===== config.mk =====
export PLATFORM = sky130hd
export DESIGN_NAME = gaussian_pulse_pair_generator
export DESIGN_NICKNAME = d
export VERILOG_FILES = /design/src/gpp_pkg.sv /design/src/gpp_fifo.sv /design/src/gaussian_pulse_pair_generator.sv
export SDC_FILE = /design/constraint.sdc
export NUM_CORES = 2
export LEC_CHECK = 0
export ABC_AREA = 0
export BUFFER_PORTS_ARGS = -buffer_cell sky130_fd_sc_hd__buf_2
export CAP_MARGIN = 10
export CORE_MARGIN = 2
export CORE_UTILIZATION = 50
export CTS_BUF_LIST = sky130_fd_sc_hd__clkbuf_8
export CTS_CLUSTER_SIZE = 30
export DETAILED_ROUTE_END_ITERATION = 10
export GPL_TIMING_DRIVEN = 0
export PLACE_DENSITY = 0.66
export SLEW_MARGIN = 20
export SYNTH_ARGS = -nofsm -noshare
export SYNTH_HDL_FRONTEND = slang
export SYNTH_SLANG_ARGS = --single-unit

===== constraint.sdc =====
create_clock -name clk -period 19.3 [get_ports clk]
set_clock_uncertainty 0.15 [all_clocks]
set_input_delay 0.965 -clock clk [delete_from_list [all_inputs] [get_ports clk]]
set_output_delay 0.965 -clock clk [all_outputs]
set_load 0.1 [all_outputs]

===== src/gpp_pkg.sv =====
/*
  Shared constants and types for the gaussian pulse pair generator: timing
  ranges, register map, control fields, shape table and the sample carrier.
  Assumes a 100 MHz clock; every timing field counts 0.05 us steps.
*/
package gpp_pkg;

  localparam int CLK_MHZ = 100;
  localparam int STEP_NS = 50;
  localparam int STEP_CYC = STEP_NS * CLK_MHZ / 1000;

  localparam int TW = 22;
  localparam int CW = 25;

  // Ranges in ns as specified, and in 0.05 us steps.
  localparam int WIDTH_MIN_NS = 2500;
  localparam int WIDTH_MAX_NS = 8000;
  localparam int RISE_MIN_NS = 800;
  localparam int FALL_MIN_NS = 1500;
  localparam int EDGE_MAX_NS = 5750;
  localparam int SPACE_MIN_NS = 9000;
  localparam int SPACE_MAX_NS = 45000;
  localparam int PERIOD_MIN_NS = 166650;
  localparam int PERIOD_MAX_NS = 100000000;
  localparam logic [TW-1:0] WIDTH_MIN = TW'(WIDTH_MIN_NS / STEP_NS);
  localparam logic [TW-1:0] WIDTH_MAX = TW'(WIDTH_MAX_NS / STEP_NS);
  localparam logic [TW-1:0] RISE_MIN = TW'(RISE_MIN_NS / STEP_NS);
  localparam logic [TW-1:0] FALL_MIN = TW'(FALL_MIN_NS / STEP_NS);
  localparam logic [TW-1:0] EDGE_MAX = TW'(EDGE_MAX_NS / STEP_NS);
  localparam logic [TW-1:0] SPACE_MIN = TW'(SPACE_MIN_NS / STEP_NS);
  localparam logic [TW-1:0] SPACE_MAX_STEPS = TW'(SPACE_MAX_NS / STEP_NS);
  localparam logic [TW-1:0] PERIOD_MIN_STEPS = TW'(PERIOD_MIN_NS / STEP_NS);
  localparam logic [TW-1:0] PERIOD_MAX_STEPS = TW'(PERIOD_MAX_NS / STEP_NS);

  // Marker pulse width, rounded up to whole cycles.
  localparam int MARK_NS = 400;
  localparam int MARK_CYC = (MARK_NS * CLK_MHZ + 999) / 1000;
  localparam logic [5:0] MARK_LOAD = 6'(MARK_CYC);

  // Reset values of the timing and level settings.
  localparam logic [TW-1:0] WIDTH_RST = 22'h00_0046;
  localparam logic [TW-1:0] RISE_RST = 22'h00_0032;
  localparam logic [TW-1:0] FALL_RST = 22'h00_0032;
  localparam logic [TW-1:0] SPACE_RST = 22'h00_00F0;
  localparam logic [TW-1:0] PERIOD_RST = 22'h00_2710;

  // Level in tenths of dBm, two's complement.
  localparam logic signed [11:0] LEVEL_MAX = 12'sh0_064;
  localparam logic signed [11:0] LEVEL_MIN = -12'sh0_44C;
  localparam logic signed [11:0] LEVEL_RST = -12'sh0_44C;

  // Register byte offsets.
  localparam logic [7:0] ADDR_CTRL = 8'h00;
  localparam logic [7:0] ADDR_WIDTH = 8'h04;
  localparam logic [7:0] ADDR_RISE = 8'h08;
  localparam logic [7:0] ADDR_FALL = 8'h0C;
  localparam logic [7:0] ADDR_SPACE = 8'h10;
  localparam logic [7:0] ADDR_PERIOD = 8'h14;
  localparam logic [7:0] ADDR_LEVEL = 8'h18;
  localparam logic [7:0] ADDR_STATUS = 8'h1C;

  // Control fields.
  localparam int CTRL_EN = 0;
  localparam int CTRL_EXT = 1;
  localparam int CTRL_DIRECT = 2;
  localparam int CTRL_W = 3;

  // Status fields.
  localparam int ST_BUSY = 0;
  localparam int ST_SHAPE_ERR = 1;
  localparam int ST_FULL = 2;
  localparam int ST_LVL_LO = 8;
  localparam int ST_CNT_LO = 16;

  localparam logic [1:0] RESP_OKAY = 2'h0;
  localparam logic [1:0] RESP_SLVERR = 2'h2;

  // Rising half of the quantised gaussian, index 0 at minimum, 15 at peak.
  // The 10 % point sits at entry 4, 50 % at entry 8 and 90 % at entry 12.
  localparam int LUT_N = 16;
  localparam int LUT_SPAN = 8;
  localparam int LUT_HALF = 7;
  localparam logic [3:0] LUT_TOP = 4'hF;
  localparam logic [3:0] LUT_BOT = 4'h0;
  localparam logic [LUT_N-1:0][7:0] GAUSS_LUT = {
    8'hFF, 8'hFA, 8'hF2, 8'hE6, 8'hD2, 8'hBE, 8'hA0, 8'h80,
    8'h60, 8'h3E, 8'h28, 8'h1A, 8'h12, 8'h0A, 8'h04, 8'h01};
  localparam logic [7:0] AMP_PEAK = 8'hFF;
  localparam logic [7:0] AMP_ZERO = 8'h00;
  // Amplitudes below this (26 dB under peak) switch the carrier off.
  localparam logic [7:0] KILL_THRESH = 8'h0D;

  localparam int FIFO_DEPTH = 32;

  typedef struct packed {
    logic kill;
    logic [7:0] amp;
  } mod_sample_t;

  typedef enum {S_IDLE, S_RISE, S_TOP, S_FALL, S_GAP, S_WAIT} gen_state_t;

endpackage : gpp_pkg


===== src/gpp_fifo.sv =====
/*
  Synchronous FIFO with valid/ready on both sides and a fill count.
  Assumes one clock and a synchronous active-low reset; DEPTH a power of two.
*/
`timescale 1ns/1ps
module gpp_fifo #(
  parameter int WIDTH = 9,
  parameter int DEPTH = 32
)(
  // Clock and reset.
  input wire logic clk,
  input wire logic rst_n,
  // Fill side.
  input wire logic [WIDTH-1:0] in_data,
  input wire logic in_valid,
  output logic in_ready,
  // Drain side.
  output logic [WIDTH-1:0] out_data,
  output logic out_valid,
  input wire logic out_ready,
  // Fill level.
  output logic [$clog2(DEPTH):0] count
);
  localparam int AW = $clog2(DEPTH);

  logic [WIDTH-1:0] mem [DEPTH];
  logic [AW-1:0] wr_ptr;
  logic [AW-1:0] rd_ptr;
  logic push;
  logic pop;

  assign in_ready = (count != (AW+1)'(DEPTH));
  assign out_valid = (count != '0);
  assign out_data = mem[rd_ptr];
  assign push = in_valid && in_ready;
  assign pop = out_valid && out_ready;

  always_ff @(posedge clk) begin
    if (push) begin
      mem[wr_ptr] <= in_data;
    end
  end

  always_ff @(posedge clk) begin
    if (!rst_n) begin
      wr_ptr <= '0;
      rd_ptr <= '0;
      count <= '0;
    end else begin
      if (push) begin
        wr_ptr <= wr_ptr + 1'b1;
      end
      if (pop) begin
        rd_ptr <= rd_ptr + 1'b1;
      end
      if (push && !pop) begin
        count <= count + 1'b1;
      end else if (pop && !push) begin
        count <= count - 1'b1;
      end
    end
  end

endmodule : gpp_fifo


===== src/gaussian_pulse_pair_generator.sv =====
/*
  Gaussian pulse pair generator with an AXI4-Lite register slave. Shaped
  amplitude samples pass through a FIFO to the RF level modulator.
  Assumes trig_in synchronous to clk and a modulator that pulls samples
  with mod_ready; a stalled modulator freezes the pulse timing.
*/
`timescale 1ns/1ps
module gaussian_pulse_pair_generator import gpp_pkg::*; #(
  parameter logic [TW-1:0] SPACE_MAX = SPACE_MAX_STEPS,
  parameter logic [TW-1:0] PERIOD_MIN = PERIOD_MIN_STEPS,
  parameter logic [TW-1:0] PERIOD_MAX = PERIOD_MAX_STEPS
)(
  // Clock and reset.
  input wire logic clk,
  input wire logic rst_n,
  // AXI4-Lite write address and data.
  input wire logic [7:0] s_axi_awaddr,
  input wire logic [2:0] s_axi_awprot,
  input wire logic s_axi_awvalid,
  output logic s_axi_awready,
  input wire logic [31:0] s_axi_wdata,
  input wire logic [3:0] s_axi_wstrb,
  input wire logic s_axi_wvalid,
  output logic s_axi_wready,
  // AXI4-Lite write response.
  output logic [1:0] s_axi_bresp,
  output logic s_axi_bvalid,
  input wire logic s_axi_bready,
  // AXI4-Lite read.
  input wire logic [7:0] s_axi_araddr,
  input wire logic [2:0] s_axi_arprot,
  input wire logic s_axi_arvalid,
  output logic s_axi_arready,
  output logic [31:0] s_axi_rdata,
  output logic [1:0] s_axi_rresp,
  output logic s_axi_rvalid,
  input wire logic s_axi_rready,
  // External trigger and pair marker.
  input wire logic trig_in,
  output logic marker_out,
  // Sample stream to the RF modulator.
  output mod_sample_t mod_sample,
  output logic mod_valid,
  input wire logic mod_ready,
  // Output level as attenuation below +10 dBm in 0.1 dB steps.
  output logic [10:0] level_atten
);

  logic [CTRL_W-1:0] ctrl;
  logic [TW-1:0] width;
  logic [TW-1:0] rise;
  logic [TW-1:0] fall;
  logic [TW-1:0] space;
  logic [TW-1:0] period;
  logic signed [11:0] level;
  logic [15:0] pair_count;

  logic aw_got;
  logic w_got;
  logic [7:0] aw_addr;
  logic [31:0] w_data;
  logic [3:0] w_strb;
  logic do_wr;
  logic [31:0] wr_val;

  gen_state_t state;
  logic second;
  logic [3:0] idx;
  logic [CW-1:0] acc;
  logic [CW-1:0] top_cnt;
  logic [CW-1:0] pair_cyc;
  logic [5:0] mark_cnt;
  logic trig_q;
  logic trig_rise;

  logic [CW-1:0] width_cyc;
  logic [CW-1:0] rise_cyc;
  logic [CW-1:0] fall_cyc;
  logic [CW-1:0] space_cyc;
  logic [CW-1:0] period_cyc;
  logic [CW-1:0] edge_cyc;
  logic [CW-1:0] top_cyc;
  logic shape_err;
  logic edge_step;
  logic adv;
  logic gen_en;
  logic start_pair;

  mod_sample_t gen_sample;
  logic [$clog2(FIFO_DEPTH):0] fifo_count;
  logic fifo_in_ready;

  function automatic logic is_mapped(input logic [7:0] a);
    return (a[1:0] == 2'b00) && (a <= ADDR_STATUS);
  endfunction : is_mapped

  function automatic logic [31:0] reg_read(input logic [7:0] a);
    logic [31:0] r;
    r = '0;
    case (a)
      ADDR_CTRL: r = 32'(ctrl);
      ADDR_WIDTH: r = 32'(width);
      ADDR_RISE: r = 32'(rise);
      ADDR_FALL: r = 32'(fall);
      ADDR_SPACE: r = 32'(space);
      ADDR_PERIOD: r = 32'(period);
      ADDR_LEVEL: r = {{20{level[11]}}, level};
      ADDR_STATUS: begin
        r[ST_BUSY] = (state != S_IDLE);
        r[ST_SHAPE_ERR] = shape_err;
        r[ST_FULL] = !fifo_in_ready;
        r[ST_LVL_LO +: 8] = 8'(fifo_count);
        r[ST_CNT_LO +: 16] = pair_count;
      end
      default: r = '0;
    endcase
    return r;
  endfunction : reg_read

  function automatic logic [TW-1:0] clamp(input logic [31:0] v, input logic [TW-1:0] lo,
                                          input logic [TW-1:0] hi);
    if (v < 32'(lo)) begin
      return lo;
    end else if (v > 32'(hi)) begin
      return hi;
    end
    return TW'(v);
  endfunction : clamp

  // Register bus: address and data are caught in either order, then written.
  assign s_axi_awready = !aw_got && !s_axi_bvalid;
  assign s_axi_wready = !w_got && !s_axi_bvalid;
  assign s_axi_arready = !s_axi_rvalid;
  assign do_wr = aw_got && w_got && !s_axi_bvalid;

  always_comb begin
    wr_val = reg_read(aw_addr);
    for (int b = 0; b < 4; b++) begin
      if (w_strb[b]) begin
        wr_val[8*b +: 8] = w_data[8*b +: 8];
      end
    end
  end

  always_ff @(posedge clk) begin
    if (!rst_n) begin
      aw_got <= 1'b0;
      w_got <= 1'b0;
      aw_addr <= '0;
      w_data <= '0;
      w_strb <= '0;
      s_axi_bvalid <= 1'b0;
      s_axi_bresp <= RESP_OKAY;
    end else begin
      if (s_axi_awvalid && s_axi_awready) begin
        aw_got <= 1'b1;
        aw_addr <= s_axi_awaddr;
      end
      if (s_axi_wvalid && s_axi_wready) begin
        w_got <= 1'b1;
        w_data <= s_axi_wdata;
        w_strb <= s_axi_wstrb;
      end
      if (do_wr) begin
        aw_got <= 1'b0;
        w_got <= 1'b0;
        s_axi_bvalid <= 1'b1;
        s_axi_bresp <= is_mapped(aw_addr) ? RESP_OKAY : RESP_SLVERR;
      end else if (s_axi_bready) begin
        s_axi_bvalid <= 1'b0;
      end
    end
  end

  always_ff @(posedge clk) begin
    if (!rst_n) begin
      s_axi_rvalid <= 1'b0;
      s_axi_rdata <= '0;
      s_axi_rresp <= RESP_OKAY;
    end else if (s_axi_arvalid && s_axi_arready) begin
      s_axi_rvalid <= 1'b1;
      s_axi_rdata <= reg_read(s_axi_araddr);
      s_axi_rresp <= is_mapped(s_axi_araddr) ? RESP_OKAY : RESP_SLVERR;
    end else if (s_axi_rready) begin
      s_axi_rvalid <= 1'b0;
    end
  end

  // Settings stay writable in any mode; values are held inside their ranges.
  always_ff @(posedge clk) begin
    if (!rst_n) begin
      ctrl <= '0;
      width <= WIDTH_RST;
      rise <= RISE_RST;
      fall <= FALL_RST;
      space <= SPACE_RST;
      period <= PERIOD_RST;
      level <= LEVEL_RST;
    end else if (do_wr) begin
      case (aw_addr)
        ADDR_CTRL: ctrl <= wr_val[CTRL_W-1:0];
        ADDR_WIDTH: width <= clamp(wr_val, WIDTH_MIN, WIDTH_MAX);
        ADDR_RISE: rise <= clamp(wr_val, RISE_MIN, EDGE_MAX);
        ADDR_FALL: fall <= clamp(wr_val, FALL_MIN, EDGE_MAX);
        ADDR_SPACE: space <= clamp(wr_val, SPACE_MIN, SPACE_MAX);
        ADDR_PERIOD: period <= clamp(wr_val, PERIOD_MIN, PERIOD_MAX);
        ADDR_LEVEL: begin
          if ($signed(wr_val) > 32'(LEVEL_MAX)) begin
            level <= LEVEL_MAX;
          end else if ($signed(wr_val) < 32'(LEVEL_MIN)) begin
            level <= LEVEL_MIN;
          end else begin
            level <= wr_val[11:0];
          end
        end
        default: ;
      endcase
    end
  end

  always_ff @(posedge clk) begin
    if (!rst_n) begin
      level_atten <= '0;
    end else begin
      level_atten <= 11'(LEVEL_MAX - level);
    end
  end

  // Step settings to cycle counts.
  assign width_cyc = CW'(width * STEP_CYC);
  assign rise_cyc = CW'(rise * STEP_CYC);
  assign fall_cyc = CW'(fall * STEP_CYC);
  assign space_cyc = CW'(space * STEP_CYC);
  assign period_cyc = CW'(period * STEP_CYC);

  // Entries 8 to 15 last one edge time on each side, so the top is width less both edges.
  always_comb begin
    int raw;
    raw = int'(width_cyc) - int'(rise_cyc) - int'(fall_cyc);
    shape_err = (raw < 0);
    top_cyc = shape_err ? '0 : CW'(raw);
  end

  // Table entries 4 to 12 cover 10 to 90 %, so each entry lasts edge/8.
  assign edge_cyc = (state == S_FALL) ? fall_cyc : rise_cyc;
  assign edge_step = (acc + CW'(LUT_SPAN) >= edge_cyc);

  assign gen_en = ctrl[CTRL_EN] && !ctrl[CTRL_DIRECT];
  assign adv = fifo_in_ready;
  assign trig_rise = trig_in && !trig_q;
  assign start_pair = gen_en && (ctrl[CTRL_EXT] ? trig_rise : 1'b1);

  always_ff @(posedge clk) begin
    if (!rst_n) begin
      trig_q <= 1'b0;
    end else begin
      trig_q <= trig_in;
    end
  end

  // Pulse sequencer; timing freezes while the FIFO cannot take a sample.
  always_ff @(posedge clk) begin
    if (!rst_n) begin
      state <= S_IDLE;
      second <= 1'b0;
      idx <= LUT_BOT;
      acc <= '0;
      top_cnt <= '0;
      pair_cyc <= '0;
    end else if (!gen_en) begin
      state <= S_IDLE;
      idx <= LUT_BOT;
    end else begin
      case (state)
        S_IDLE: begin
          if (start_pair && adv) begin
            state <= S_RISE;
            second <= 1'b0;
            idx <= LUT_BOT;
            acc <= '0;
            pair_cyc <= '0;
          end
        end
        S_RISE: begin
          if (adv) begin
            pair_cyc <= pair_cyc + 1'b1;
            if (edge_step) begin
              acc <= acc + CW'(LUT_SPAN) - edge_cyc;
              if (idx == LUT_TOP) begin
                state <= S_TOP;
                top_cnt <= '0;
              end else begin
                idx <= idx + 1'b1;
              end
            end else begin
              acc <= acc + CW'(LUT_SPAN);
            end
          end
        end
        S_TOP: begin
          if (adv) begin
            pair_cyc <= pair_cyc + 1'b1;
            top_cnt <= top_cnt + 1'b1;
            if (top_cnt + 1'b1 >= top_cyc) begin
              state <= S_FALL;
              acc <= '0;
            end
          end
        end
        S_FALL: begin
          if (adv) begin
            pair_cyc <= pair_cyc + 1'b1;
            if (edge_step) begin
              acc <= acc + CW'(LUT_SPAN) - edge_cyc;
              if (idx == LUT_BOT) begin
                state <= second ? S_WAIT : S_GAP;
              end else begin
                idx <= idx - 1'b1;
              end
            end else begin
              acc <= acc + CW'(LUT_SPAN);
            end
          end
        end
        S_GAP: begin
          if (adv) begin
            pair_cyc <= pair_cyc + 1'b1;
            if (pair_cyc + 1'b1 >= space_cyc) begin
              state <= S_RISE;
              second <= 1'b1;
              acc <= '0;
            end
          end
        end
        S_WAIT: begin
          if (ctrl[CTRL_EXT]) begin
            state <= S_IDLE;
          end else if (adv) begin
            pair_cyc <= pair_cyc + 1'b1;
            if (pair_cyc + 1'b1 >= period_cyc) begin
              state <= S_RISE;
              second <= 1'b0;
              acc <= '0;
              pair_cyc <= '0;
            end
          end
        end
        default: state <= S_IDLE;
      endcase
    end
  end

  // Marker fires as the first pulse takes its first step off the minimum.
  always_ff @(posedge clk) begin
    if (!rst_n) begin
      mark_cnt <= '0;
      marker_out <= 1'b0;
      pair_count <= '0;
    end else if (gen_en && adv && state == S_RISE && !second && idx == LUT_BOT
                 && edge_step) begin
      mark_cnt <= MARK_LOAD - 1'b1;
      marker_out <= 1'b1;
      pair_count <= pair_count + 1'b1;
    end else if (mark_cnt != '0) begin
      mark_cnt <= mark_cnt - 1'b1;
    end else begin
      marker_out <= 1'b0;
    end
  end

  // Sample for the modulator; the carrier is cut below the linear span.
  always_comb begin
    gen_sample.amp = AMP_ZERO;
    if (ctrl[CTRL_EN] && ctrl[CTRL_DIRECT]) begin
      gen_sample.amp = trig_in ? AMP_PEAK : AMP_ZERO;
    end else if (state == S_RISE || state == S_TOP || state == S_FALL) begin
      gen_sample.amp = GAUSS_LUT[idx];
    end
    gen_sample.kill = (gen_sample.amp < KILL_THRESH);
  end

  gpp_fifo #(
    .WIDTH($bits(mod_sample_t)),
    .DEPTH(FIFO_DEPTH)
  ) u_fifo (
    .clk(clk),
    .rst_n(rst_n),
    .in_data(gen_sample),
    .in_valid(ctrl[CTRL_EN]),
    .in_ready(fifo_in_ready),
    .out_data(mod_sample),
    .out_valid(mod_valid),
    .out_ready(mod_ready),
    .count(fifo_count)
  );

endmodule : gaussian_pulse_pair_generator


==> flow_summary.ini <==
[critical_path]
r2r-end = acc[19]
start_kind = flip-flop
crit_type = reg2reg
critPathMaxFanout = 10
reg2reg_depth = 43
required_ns = 19.84
timing.rr.start = rise[3]
regToRegSetupSlack_ns = 6.78
slowest_stage = or4b_2
critPathArrivalTime_ns = 13.06
crit_path_frequent_cell = ha_1
cp-end-kind = flip-flop
cpPeakStageDelay_ns = 0.79

[finish]
layout-drive-gt1-share_pct = 10.9
seqCellArea_um2 = 15700
area_delta_synth_final_pct = 10.6
multiInputGateArea_um2 = 23300
fill_cells = 7184
fin_nets = 4867
final_cell_mix = nand2_1, nor2_1, ha_1, dfxtp_1, a21oi_1
final_area_um2 = 44800

[place]
placed_cell_area_um2 = 42500
dp_hpwl_mm = 114
pre_cts_slack_ns = 6.99
routabilityCongestion = 1.05
portBuffers = 117

[power]
pwr-share-clk_pct = 38.3
ir_drop_v = 0.0000648
power_switching_share_pct = 31.2
p_sw_mw = 1.05
p_leak_nw = 18.1
p_int_mw = 2.30
power_frac_comb_pct = 18.3
seqPwrFrac_pct = 43.4
powerDensity_nw_per_um2 = 74.9

[cts]
cts_buffers = 109
clockRootBuffer = clkbuf_8
tritoncts = yes
h-tree-depth = 3
holdBufCountCts = 0
clkSlewWorstSetupHoldPaths_ns = 0.07
clk_latency_ns = 0.79
ctsResizeCount = 0
ctsLongestPathBuffers = 3
cts_setup_buffers = 0
cts_sinks = 642

[route]
finalWirelength_mm = 147
via_per_inst = 6.25
vias = 34800
routedWlPerCell_um = 26.4
first_pass_iters = 6
drtAntennaViolNets = 0
drtIter0Drc = 3804
drc_errors = 0

[hold_path]
min_to = s_axi_rvalid
hold_path.class = in2reg
worstHoldStart = s_axi_rready
whs_path_depth = 2

[logic_synthesis]
synthTopCellsByArea = edfxtp_1, dfxtp_1, ha_1
netlist.area_leader.share_pct = 21.4
synth_seq_cells = 642
synthesis.area_um2 = 40500
seq_area_frac_synth_pct = 38.9
yosysWarnings = 0
synth_top_area_cell = edfxtp_1
syn_area_per_cell_um2 = 9.68
ys_types = 98
ys.flop_type = dfxtp_1
synthCells = 4180
ys_async_sr_fraction_pct = 0
synth-edff-count = 288

[global_route]
grt_max_degree = 34
grt_pass1_wl_mm = 213
antenna_found_initial = 8
grt_overflow = 0
grt_pass1_vias = 32400
gr-usage-all-layers_pct = 34.8

[flow_run]
drv_cap = 0

[floorplan]
coreArea_um2 = 80300
initial_core_util_pct = 50.4
dieArea_um2 = 83300
rows = 104
dieWidth_um = 289
boundaryPins = 130
die_h_um = 289

[timing]
tns_ns = 0
setup-violations-final = 0
grt_setup_unrepaired = false
slew_headroom_pct = 15.7
drv_slew = 0
finalHoldViolCount = 0
post-route-period-util_pct = 64.9
fin_ws_ns = 6.78
tightest_slew_ns = 1.26
max_freq_mhz = 79.9
period_needed_ns = 12.52

[status]
status = completed
logic make-up (layout without fill, tap and decap cells):
family                   after synthesis  after routing  synth area share, %
multiplexers                         188            188                 7.61
flip-flops                           642            642                 38.9
adder cells (fa/ha/maj)              390            390                 12.6
other                                  1              7              0.00926
AO/OA/AOI/OAI                       1013           1013                 16.4
XOR/XNOR                             228            228                 4.93
AND/OR/NAND/NOR                     1326           1326                 15.8
buffers and inverters                392            717                 3.79
state kept, by name (all words and copies together), names as in the netlist, 25 cells and up, named ones only:
signal and cells:
acc 25, w_data 32, pair_cyc 25, top_cnt 25, s_axi_rdata 32, u_fifo.mem 288
final cells by class:
type                       instances  share of cell area, %
clock buffer                     118                   3.63
clock inverter                    88                   1.43
inverter                         212                   1.78
sequential                       642                   35.2
antenna                            5                 0.0280
timing repair buffer             119                   1.33
tap                             1060                   2.96
buffer                           180                   1.66
multi-input combinational       3147                   52.0
metal layers:
layer  wire [um]  share of wire (%)  GRT usage, %
met1       61600                 42          47.5
met2       64900                 44          53.3
met3       13500                9.2          7.10
met4        7330                5.0          15.9
met5          28              0.019             0
critical path: cells and delay by family, from the launching register on:
| family | cells | cell delay (ns) |
|---|---|---|
| XOR/XNOR | 2 | 0.48 |
| flip-flops | 1 | 0.56 |
| AO/OA/AOI/OAI | 18 | 4.55 |
| adder cells (fa/ha/maj) | 8 | 2.73 |
| AND/OR/NAND/NOR | 11 | 3.07 |
| buffers and inverters | 4 | 0.86 |
how the worst max path moves through the flow:
stage | start | to | cells past startpoint
after floorplan | rise[1] | acc[22] | 42
after global placement | rise[3] | acc[20] | 43
after detailed placement | rise[3] | acc[20] | 43
after CTS | rise[3] | acc[20] | 43
after global routing | rise[3] | acc[20] | 43
final | rise[3] | acc[19] | 43
power by group through the flow:
stage	registers, mW	logic, mW	clock network, mW
floorplan	1.49	0.409	0
global placement	1.48	0.595	0
detailed placement	1.48	0.600	0
CTS	1.45	0.604	1.30
global route	1.46	0.648	1.35
finish	1.46	0.612	1.28
cell usage after synthesis, types with 37 or more instances:
library cell,instances
nand3_1,106
xor2_1,104
ha_1,360
and3_1,74
xnor2_1,124
edfxtp_1,288
mux4_2,93
inv_1,209
mux2i_1,66
nor2_1,370
o21ai_0,161
clkbuf_1,145
a21o_1,84
nor3_1,96
nand2b_1,41
nand2_1,370
and2_1,37
a21oi_1,342
nand4_1,39
dfxtp_1,354
through the flow:
step	power, mW	util [%]	std cells	hold slack [ns]
3_5_place_dp	2.08	52.9	5360	0.300
3_3_place_gp	2.08	52.8	5358	0.292
5_1_grt	3.45	55.7	5571	0.197
6_report	3.35	55.7	5571	0.218
2_1_floorplan	1.90	-	4181	0.282
4_1_cts	3.36	55.7	5566	0.173
Note: power is estimated with default switching activity, not from simulation.
